--- src/inc/fcr_pkg.sv ---
// Package with constants for the flash rewrite control block.
package fcr_pkg;

  // ----------------------------------------------------------------
  // Register map
  // ----------------------------------------------------------------
  localparam logic [3:0] ADDR_CTRL = 4'h0;   // Control register byte address.
  localparam logic [3:0] ADDR_CMD = 4'h4;    // Command register byte address.
  localparam logic [3:0] ADDR_STAT = 4'h8;   // Status register byte address.
  localparam logic [3:0] ADDR_FADDR = 4'hC;  // Target flash address register.

  // ----------------------------------------------------------------
  // Control and status bit positions
  // ----------------------------------------------------------------
  localparam int CTRL_REWRITE_BIT = 0;  // Rewrite mode select bit.
  localparam int STAT_MON_BIT = 0;      // Rewrite mode monitor flag.
  localparam int STAT_BUSY_BIT = 1;     // Operation in progress.
  localparam int STAT_REFUSE_BIT = 2;   // Last operation refused (boot area).
  localparam int STAT_BOOT_BIT = 3;     // Filtered level of the boot strap pin.
  localparam int STAT_MODE_LSB = 4;     // Command mode field, low bit.

  // ----------------------------------------------------------------
  // Command codes
  // ----------------------------------------------------------------
  localparam logic [7:0] CMD_READ = 8'h00;     // Read.
  localparam logic [7:0] CMD_PROG = 8'h40;     // Program.
  localparam logic [7:0] CMD_PVERIFY = 8'hC0;  // Program verify.
  localparam logic [7:0] CMD_ERASE = 8'h20;    // Erase.
  localparam logic [7:0] CMD_EVERIFY = 8'hA0;  // Erase verify.
  localparam logic [7:0] CMD_RESET = 8'hFF;    // Reset.

  // ----------------------------------------------------------------
  // Operating modes and command states
  // ----------------------------------------------------------------
  typedef enum logic [2:0] {
    FCR_OP_PARALLEL = 3'h1,
    FCR_OP_SERIAL = 3'h2,
    FCR_OP_CPU = 3'h4
  } fcr_opmode_t;

  typedef enum logic [6:0] {
    FCR_ST_READ = 7'h01,
    FCR_ST_PROG = 7'h02,
    FCR_ST_PVER = 7'h04,
    FCR_ST_ERASE1 = 7'h08,
    FCR_ST_EVER = 7'h10,
    FCR_ST_RESET1 = 7'h20,
    FCR_ST_BUSY = 7'h40
  } fcr_state_t;

  // ----------------------------------------------------------------
  // Timing
  // ----------------------------------------------------------------
  localparam int CLK_HZ = 25000000;     // Clock rate.
  localparam int PROG_TIME_US = 20;     // Program time in microseconds.
  localparam int ERASE_TIME_MS = 20;    // Erase time in milliseconds.
  localparam int PROG_CYCLES = (PROG_TIME_US * (CLK_HZ / 1000000));
  localparam int ERASE_CYCLES = (ERASE_TIME_MS * (CLK_HZ / 1000));

  // ----------------------------------------------------------------
  // Array layout
  // ----------------------------------------------------------------
  localparam int BOOT_AREA_BYTES = 3584;  // Boot area, 3.5 Kbytes.

endpackage

--- src/logic/fcr_ctrl.sv ---
// Flash rewrite control: mode selection, command decoding and boot guard.
//
// Chosen here: the register addresses and the Avalon-MM interface to the registers.
`timescale 1ns/100ps
`default_nettype none

// What this block does
// - Three modes: parallel, serial, processor rewrite.
// - Boot area is one 3.5 Kbyte division.
// - Boot area rewrite only in parallel mode.
// - Rewrite mode touches user area only.
// - Operations run via control and command registers.
// - Array not readable during rewrite mode.
// - Six software commands control program and erase.
// - Command codes; erase and reset written twice.
// - Read mode after reset and reset command.
// - Select bit enables mode; monitor flag shows it.
module fcr_ctrl #(
  parameter int ADDR_W = 16,                         // Flash address width.
  parameter int PROG_CNT = fcr_pkg::PROG_CYCLES,     // Program duration in cycles.
  parameter int ERASE_CNT = fcr_pkg::ERASE_CYCLES    // Erase duration in cycles.
) (
  input wire logic ref_clk,                 // System clock, 25 MHz.
  input wire logic reset,                   // Asynchronous reset, active high.
  input wire logic [3:0] avs_address,       // Avalon byte address.
  input wire logic avs_read,                // Avalon read strobe.
  input wire logic avs_write,               // Avalon write strobe.
  input wire logic [31:0] avs_writedata,    // Avalon write data.
  input wire logic [3:0] avs_byteenable,    // Avalon byte enables.
  output logic [31:0] avs_readdata,         // Avalon read data.
  output logic avs_waitrequest,             // Avalon wait request.
  input wire logic boot_select_pin,         // Mode strap pin, high selects boot.
  input wire logic high_program_voltage,    // High program voltage present.
  input wire logic parallel_mode_pin,       // Parallel programmer mode pin.
  input wire logic serial_mode_pin,         // Serial programmer mode pin.
  output logic cpu_fetch_blocked,           // Array closed to processor reads.
  output logic [ADDR_W-1:0] flash_addr,     // Address of the operation.
  output logic [7:0] flash_data,            // Program data byte.
  output logic flash_prog,                  // Program pulse in progress.
  output logic flash_erase,                 // Erase in progress.
  output logic flash_verify                 // Verify read mode active.
);

  // ----------------------------------------------------------------
  // Parameter checks
  // ----------------------------------------------------------------
  if (ADDR_W < 12 || ADDR_W > 24) begin : g_bad_addr
    $error("ADDR_W must be 12 to 24");
  end
  if (PROG_CNT < 1 || ERASE_CNT < 1) begin : g_bad_cnt
    $error("Durations must be at least one cycle");
  end

  // ----------------------------------------------------------------
  // Pin synchronisers
  // ----------------------------------------------------------------
  logic boot_sel_s;  // Filtered boot select.
  logic hvp_s;       // Filtered program voltage.
  logic par_s;       // Filtered parallel mode pin.
  logic ser_s;       // Filtered serial mode pin.

  fcr_sync3 u_sync_boot (.ref_clk(ref_clk), .reset(reset), .pin_in(boot_select_pin),
    .level_out(boot_sel_s));
  fcr_sync3 u_sync_hvp (.ref_clk(ref_clk), .reset(reset), .pin_in(high_program_voltage),
    .level_out(hvp_s));
  fcr_sync3 u_sync_par (.ref_clk(ref_clk), .reset(reset), .pin_in(parallel_mode_pin),
    .level_out(par_s));
  fcr_sync3 u_sync_ser (.ref_clk(ref_clk), .reset(reset), .pin_in(serial_mode_pin),
    .level_out(ser_s));

  // ----------------------------------------------------------------
  // State
  // ----------------------------------------------------------------
  logic rewrite_sel_q;                // Rewrite mode select bit.
  logic refused_q;                    // Last request refused.
  logic [ADDR_W-1:0] addr_q;          // Target address register.
  logic [7:0] data_q;                 // Program data.
  logic prog_q;                       // Program running.
  logic erase_q;                      // Erase running.
  logic [31:0] cnt_q;                 // Operation countdown.
  logic rd_pend_q;                    // Read data loaded, the read ends this cycle.
  fcr_pkg::fcr_state_t state_q;       // Command state.
  fcr_pkg::fcr_state_t state_d;       // Next command state.
  fcr_pkg::fcr_opmode_t opmode;       // Present operating mode.

  // ----------------------------------------------------------------
  // Mode decoding
  // ----------------------------------------------------------------
  // Parallel mode wins over serial, which wins over processor rewrite.
  assign opmode = par_s ? fcr_pkg::FCR_OP_PARALLEL :
                  ser_s ? fcr_pkg::FCR_OP_SERIAL : fcr_pkg::FCR_OP_CPU;

  // Monitor flag: select bit set, processor mode, and voltage present.
  wire rewrite_on = rewrite_sel_q && (opmode == fcr_pkg::FCR_OP_CPU) && hvp_s;
  assign cpu_fetch_blocked = rewrite_on;

  // Boot area sits at the bottom of the array.
  wire in_boot = (32'(addr_q) < fcr_pkg::BOOT_AREA_BYTES);
  // Boot area may only change in parallel mode.
  wire boot_guard = in_boot && (opmode != fcr_pkg::FCR_OP_PARALLEL);

  // ----------------------------------------------------------------
  // Bus decode
  // ----------------------------------------------------------------
  wire busy = (state_q == fcr_pkg::FCR_ST_BUSY);
  wire hit_ctrl = (avs_address == fcr_pkg::ADDR_CTRL);
  wire hit_cmd = (avs_address == fcr_pkg::ADDR_CMD);
  wire hit_stat = (avs_address == fcr_pkg::ADDR_STAT);
  wire hit_faddr = (avs_address == fcr_pkg::ADDR_FADDR);
  wire wr_ctrl = avs_write && hit_ctrl && avs_byteenable[0];
  // Commands are only accepted when the monitor flag is on and idle.
  wire wr_cmd = avs_write && hit_cmd && avs_byteenable[0] && rewrite_on && !busy;
  wire wr_faddr = avs_write && hit_faddr;
  wire [7:0] cmd = avs_writedata[7:0];

  // Writes finish at the edge they are seen; a read waits one cycle so that the
  // registered read data already stand at the edge that ends it.
  assign avs_waitrequest = avs_read && !rd_pend_q;

  // Status word assembled from live state.
  wire [31:0] stat_word = (32'(rewrite_on) << fcr_pkg::STAT_MON_BIT)
                        | (32'(busy) << fcr_pkg::STAT_BUSY_BIT)
                        | (32'(refused_q) << fcr_pkg::STAT_REFUSE_BIT)
                        | (32'(boot_sel_s) << fcr_pkg::STAT_BOOT_BIT)
                        | (32'(state_q) << fcr_pkg::STAT_MODE_LSB);
  wire [31:0] rd_mux = hit_ctrl ? (32'(rewrite_sel_q) << fcr_pkg::CTRL_REWRITE_BIT) :
                       hit_stat ? stat_word :
                       hit_faddr ? 32'(addr_q) : 32'h0000_0000;

  // ----------------------------------------------------------------
  // Command state machine
  // ----------------------------------------------------------------
  // Decode the next command state from the command byte written.
  always_comb begin
    state_d = state_q;
    case (state_q)
      fcr_pkg::FCR_ST_BUSY: begin
        // Countdown ends the operation and returns to read mode.
        if (cnt_q == 32'h0000_0001) begin
          state_d = fcr_pkg::FCR_ST_READ;
        end
      end
      fcr_pkg::FCR_ST_PROG: begin
        // Second cycle: data byte written to the command port starts program.
        if (wr_cmd) begin
          state_d = boot_guard ? fcr_pkg::FCR_ST_READ : fcr_pkg::FCR_ST_BUSY;
        end
      end
      fcr_pkg::FCR_ST_ERASE1: begin
        if (wr_cmd) begin
          state_d = (cmd == fcr_pkg::CMD_ERASE && !boot_guard) ?
                    fcr_pkg::FCR_ST_BUSY : fcr_pkg::FCR_ST_READ;
        end
      end
      fcr_pkg::FCR_ST_RESET1: begin
        if (wr_cmd) begin
          state_d = fcr_pkg::FCR_ST_READ;
        end
      end
      default: begin
        if (wr_cmd) begin
          if (cmd == fcr_pkg::CMD_PROG) begin
            state_d = fcr_pkg::FCR_ST_PROG;
          end else if (cmd == fcr_pkg::CMD_PVERIFY) begin
            state_d = fcr_pkg::FCR_ST_PVER;
          end else if (cmd == fcr_pkg::CMD_ERASE) begin
            state_d = fcr_pkg::FCR_ST_ERASE1;
          end else if (cmd == fcr_pkg::CMD_EVERIFY) begin
            state_d = fcr_pkg::FCR_ST_EVER;
          end else if (cmd == fcr_pkg::CMD_RESET) begin
            state_d = fcr_pkg::FCR_ST_RESET1;
          end else begin
            state_d = fcr_pkg::FCR_ST_READ;
          end
        end
      end
    endcase
    // Leaving rewrite mode drops any half-entered command.
    if (!rewrite_on && state_q != fcr_pkg::FCR_ST_BUSY) begin
      state_d = fcr_pkg::FCR_ST_READ;
    end
  end

  wire start = (state_d == fcr_pkg::FCR_ST_BUSY) && !busy;
  wire start_erase = start && (state_q == fcr_pkg::FCR_ST_ERASE1);
  wire refuse_now = wr_cmd && boot_guard &&
    (state_q == fcr_pkg::FCR_ST_PROG || state_q == fcr_pkg::FCR_ST_ERASE1);

  // ----------------------------------------------------------------
  // Registers
  // ----------------------------------------------------------------
  // State, countdown and control bits.
  always_ff @(posedge ref_clk or posedge reset) begin
    if (reset) begin
      state_q <= fcr_pkg::FCR_ST_READ;
      rewrite_sel_q <= 1'b0;
      cnt_q <= 32'h0000_0000;
      prog_q <= 1'b0;
      erase_q <= 1'b0;
      refused_q <= 1'b0;
    end else begin
      state_q <= state_d;
      if (wr_ctrl) begin
        rewrite_sel_q <= avs_writedata[fcr_pkg::CTRL_REWRITE_BIT];
      end
      if (start) begin
        // Hold off for the whole program or erase time.
        cnt_q <= start_erase ? 32'(ERASE_CNT) : 32'(PROG_CNT);
        prog_q <= !start_erase;
        erase_q <= start_erase;
      end else if (busy) begin
        cnt_q <= cnt_q - 32'h0000_0001;
        if (cnt_q == 32'h0000_0001) begin
          prog_q <= 1'b0;
          erase_q <= 1'b0;
        end
      end
      if (refuse_now) begin
        refused_q <= 1'b1;
      end else if (start) begin
        refused_q <= 1'b0;
      end
    end
  end

  // Address, data and read data registers.
  always_ff @(posedge ref_clk or posedge reset) begin
    if (reset) begin
      addr_q <= '0;
      data_q <= 8'h00;
      avs_readdata <= 32'h0000_0000;
      rd_pend_q <= 1'b0;
    end else begin
      // First cycle of a read loads the data; the second lets the read end.
      rd_pend_q <= avs_read && !rd_pend_q;
      if (wr_faddr && !busy) begin
        addr_q <= avs_writedata[ADDR_W-1:0];
      end
      if (wr_cmd && state_q == fcr_pkg::FCR_ST_PROG) begin
        data_q <= cmd;
      end
      if (avs_read && !rd_pend_q) begin
        avs_readdata <= rd_mux;
      end
    end
  end

  // ----------------------------------------------------------------
  // Outputs
  // ----------------------------------------------------------------
  assign flash_addr = addr_q;
  assign flash_data = data_q;
  assign flash_prog = prog_q;
  assign flash_erase = erase_q;
  assign flash_verify = (state_q == fcr_pkg::FCR_ST_PVER) || (state_q == fcr_pkg::FCR_ST_EVER);

endmodule
`default_nettype wire

--- src/logic/fcr_sync3.sv ---
// Three-stage synchroniser for pin inputs with agreement filter.
`timescale 1ns/100ps
`default_nettype none

module fcr_sync3 (
  input wire logic ref_clk,  // System clock.
  input wire logic reset,    // Asynchronous reset, active high.
  input wire logic pin_in,   // Raw pin level.
  output var logic level_out // Filtered level.
);

  // ----------------------------------------------------------------
  // Capture chain
  // ----------------------------------------------------------------
  logic s1_q;  // First stage, read only by the second.
  logic s2_q;  // Second stage.
  logic s3_q;  // Third stage.

  // Shift the pin through three flops; take a new level once two agree.
  always_ff @(posedge ref_clk or posedge reset) begin
    if (reset) begin
      s1_q <= 1'b0;
      s2_q <= 1'b0;
      s3_q <= 1'b0;
      level_out <= 1'b0;
    end else begin
      s1_q <= pin_in;
      s2_q <= s1_q;
      s3_q <= s2_q;
      if (s2_q == s3_q) begin
        level_out <= s3_q;
      end
    end
  end

endmodule
`default_nettype wire

--- config.mk ---
export PLATFORM = sky130hd
export DESIGN_NAME = fcr_ctrl
export DESIGN_NICKNAME = d
export VERILOG_FILES = /design/src/inc/fcr_pkg.sv /design/src/logic/fcr_ctrl.sv /design/src/logic/fcr_sync3.sv
export SDC_FILE = /design/constraint.sdc
export NUM_CORES = 1
export LEC_CHECK = 0
export ABC_CLOCK_PERIOD_IN_PS = 4150
export BUFFER_PORTS_ARGS = -buffer_cell sky130_fd_sc_hd__clkbuf_2
export CELL_PAD_IN_SITES_DETAIL_PLACEMENT = 2
export CELL_PAD_IN_SITES_GLOBAL_PLACEMENT = 2
export CORE_ASPECT_RATIO = 1.1
export CORE_UTILIZATION = 35
export DETAILED_ROUTE_END_ITERATION = 8
export PLACE_DENSITY = 0.8
export SKIP_LAST_GASP = 1
export SYNTH_ARGS = -nofsm -noshare
export SYNTH_HDL_FRONTEND = slang
export SYNTH_SLANG_ARGS = --single-unit
--- constraint.sdc ---
create_clock -name ref_clk -period 4.15 [get_ports ref_clk]
set_clock_uncertainty 0.15 [all_clocks]
set_input_delay 0.83 -clock ref_clk [delete_from_list [all_inputs] [get_ports ref_clk]]
set_output_delay 0.83 -clock ref_clk [all_outputs]
set_load 0.005 [all_outputs]
==> flow_summary.ini <==
[status]
status = complete, no violations

[floorplan]
std_cell_rows = 45
ios = 109
fp.dieW_um = 116
fp.dieH_um = 127
dieArea_mm2 = 0.0147
core_mm2 = 0.0139
start_util_pct = 35.9

[hold_path]
hold_class = flop to flop
timing.hold.worst.start = u_sync_boot.s1_q$_DFF_PP0_
holdPathStages = 0
worst_hold_path.endpoint = u_sync_boot.s2_q$_DFF_PP0_

[clock_tree]
cts_max_path_buffers = 2
clock_latency_ns = 0.36
hold_buffers = 0
clkTransAtPathRegs_ns = 0.07
htreeDepth = 3
cts_resized = 0
cts_tree = done
cts.sinks = 100
cts_buffers = 9
clock-root-buffer = clkbuf_16
postCtsSetupRepairBufs = 0

[pwr]
combPwrFrac_pct = 8.5
power.density_mw_per_mm2 = 373
sw_frac_of_total_pct = 25.8
power_leakage_nw = 2.58
p_sw_uw = 553
p_int_mw = 1.59
pwr-share-clk_pct = 41.3
ir_drop_v = 0.000150
pwr-share-seq_pct = 50.1

[detailed_routing]
drt_iter0_markers = 116
vias_per_cell = 5.30
drt.antenna.violating_nets = 0
drt-pass1-iter-count = 4
drc = 0
wirelength_um = 13900
num_vias = 3765
wl_per_cell_um = 19.5

[global_routing]
grt_pass1_vias = 4103
antenna_found_initial = 0
grt_overflow_total = 0
grt_max_degree = 42
grt.total_usage_pct = 20.0
grt_pass1_wl_um = 22200

[yosys]
synth_common_cells = 99 x dfrtp_1, 53 x nand2_1, 24 x mux2_2
synth_compound_area_share_pct = 11.4
synth_enable_flop_cells = 0
synthXorXnorAreaFrac_pct = 1.76
yosysMostFrequentCell = dfrtp_1
yosysSeqAreaShare_pct = 50.3
syn_inst = 450
synth_area_per_cell_um2 = 11.1
synth_top_family_by_area = simple AND/OR/NAND/NOR gates
yosys.area_share.simple_pct = 19.7
synthTopCellsByArea = dfrtp_1 50%, mux2_2 5.4%, mux2i_1 4.2%, nand2_1 4.0%, buf_4 2.4%
synth_top_cell_by_area = dfrtp_1
synth_top_area_share_pct = 49.8
synthMuxAreaShare_pct = 9.65
synth_cell_types = 68
yosysWarnings = 0
synth_area_mm2 = 0.00498
yosys.area_share.adder_pct = 1.31
async_flop_share_pct = 100
ys_seq_elements = 100
synthFlopType = dfrtp_1

[timing]
finalSetupViolCount = 0
maxSlewHeadroom_pct = 37.9
finalHoldViolations = 0
tns_ns = 0
rsz0062_at_grt = no
fmax_ghz = 0.331
min_period_ns = 3.02
slew_viol_final = 0
tightest_slew_ns = 0.931
finalCritPeriodShare_pct = 72.8

[setup_path]
end_kind = flop
r2r-end = cnt_q[13]$_DFFE_PP0P_
cp-start-kind = flop
critPathMaxFanout = 26
worst_r2r_startpoint = flash_addr[14]$_DFFE_PP0P_
critPathKind = flop to flop
cp.arrival_ns = 3.09
ff2ff_path_depth = 6
cp.required_ns = 4.22
rrSetupSlack_ns = 1.13

[finish]
n_antenna_cell = 0
finish.utilization_pct = 41.5
nets = 568
syn_to_final_growth_pct = 15.4
layout-drive-gt1-share_pct = 29.3

[placed_design]
gp_congestion = 0.818
io_buffers = 73
hpwl_um = 9980

[job]
cap_violations = 0
-- power by group through the flow --
stage	registers [mW]	clock network [mW]	logic, mW
3_5_place_dp	1.09	0	0.187
6_report	1.08	0.887	0.183
3_3_place_gp	1.09	0	0.178
5_1_grt	1.08	0.935	0.202
4_1_cts	1.08	0.909	0.188
2_1_floorplan	1.09	0	0.101
-- per-stage QoR --
step | std cells | total power [mW] | hold slack, ns | cell area, um^2 | worst slack (ns)
finish | 711 | 2.14 | 0.201 | 5740 | 1.13
CTS | 711 | 2.17 | 0.205 | 5740 | 1.06
detailed placement | 695 | 1.28 | 0.186 | 5430 | 0.831
floorplan | 465 | 1.19 | 0.181 | 5030 | 0.553
global route | 711 | 2.22 | 0.209 | 5740 | 0.950
global placement | 695 | 1.27 | 0.184 | 5430 | 0.905
-- cell families after synthesis --
logic type,count (synthesis)
AND/OR/NAND/NOR,167
multiplexers,45
flip-flops,100
buffers and inverters,47
adder cells (fa/ha/maj),6
AO/OA/AOI/OAI,74
XOR/XNOR,10
other,1
-- state kept, by name (all words and copies together) (netlist names), 7 cells and up --
name and cells:
cnt_q 32, avs_readdata 16, flash_addr 16, flash_data 8
state_q 7
-- critical path: stages, from the launching register on --
cell and delay, ns:
dfrtp_1 0.42, or4_1 0.59, a311oi_2 0.55, a21oi_2 0.09
o21ai_4 0.69, mux2i_1 0.31, a21oi_2 0.08
-- worst max path at each step --
stage,startpoint,end,slack [ns],cells after the start
4_1_cts,flash_addr[12]$_DFFE_PP0P_,cnt_q[13]$_DFFE_PP0P_,1.06,6
3_3_place_gp,avs_address[1],cnt_q[16]$_DFFE_PP0P_,0.91,7
5_1_grt,flash_addr[12]$_DFFE_PP0P_,cnt_q[17]$_DFFE_PP0P_,0.95,6
3_5_place_dp,avs_address[1],cnt_q[13]$_DFFE_PP0P_,0.83,7
6_report,flash_addr[14]$_DFFE_PP0P_,cnt_q[13]$_DFFE_PP0P_,1.13,6
2_1_floorplan,reset,avs_readdata[0]$_DFFE_PP0P_,0.55,1
-- layout make-up --
type                    instances  area [um^2]
multi-input cells             318         2240
clock inverters                 7         83.8
flip-flops and latches        100         2500
well taps                     188          235
fillers                      1503         8110
inverters                       9         36.3
repair buffers                 80          418
clock buffers                   9          225
-- placed cells by master (no fill, tap or decap), types with 4 or more instances in the layout --
master,count
a211oi_1,7
a21oi_1,8
a21oi_2,7
a32o_1,7
buf_4,7
clkbuf_16,9
clkbuf_2,73
conb_1,16
dfrtp_1,99
inv_1,8
maj3_1,4
mux2_2,24
mux2i_1,21
nand2_1,53
nand2b_1,6
nand3_1,14
nand4_1,5
nor2_1,23
nor3_1,15
nor4_1,9
nor4b_1,4
o21ai_0,22
or3_1,7
or4_1,5
xnor2_1,5
xor2_1,5
-- routing by layer --
metal,global-route usage [%],share of wire [%],up-vias
li1,-,-,1731
met1,24.8,43,1952
met2,34.8,53,70
met3,2.94,2.9,12
met4,7.99,1.5,0
met5,0,0,-
(Power assumes the default switching activity.)
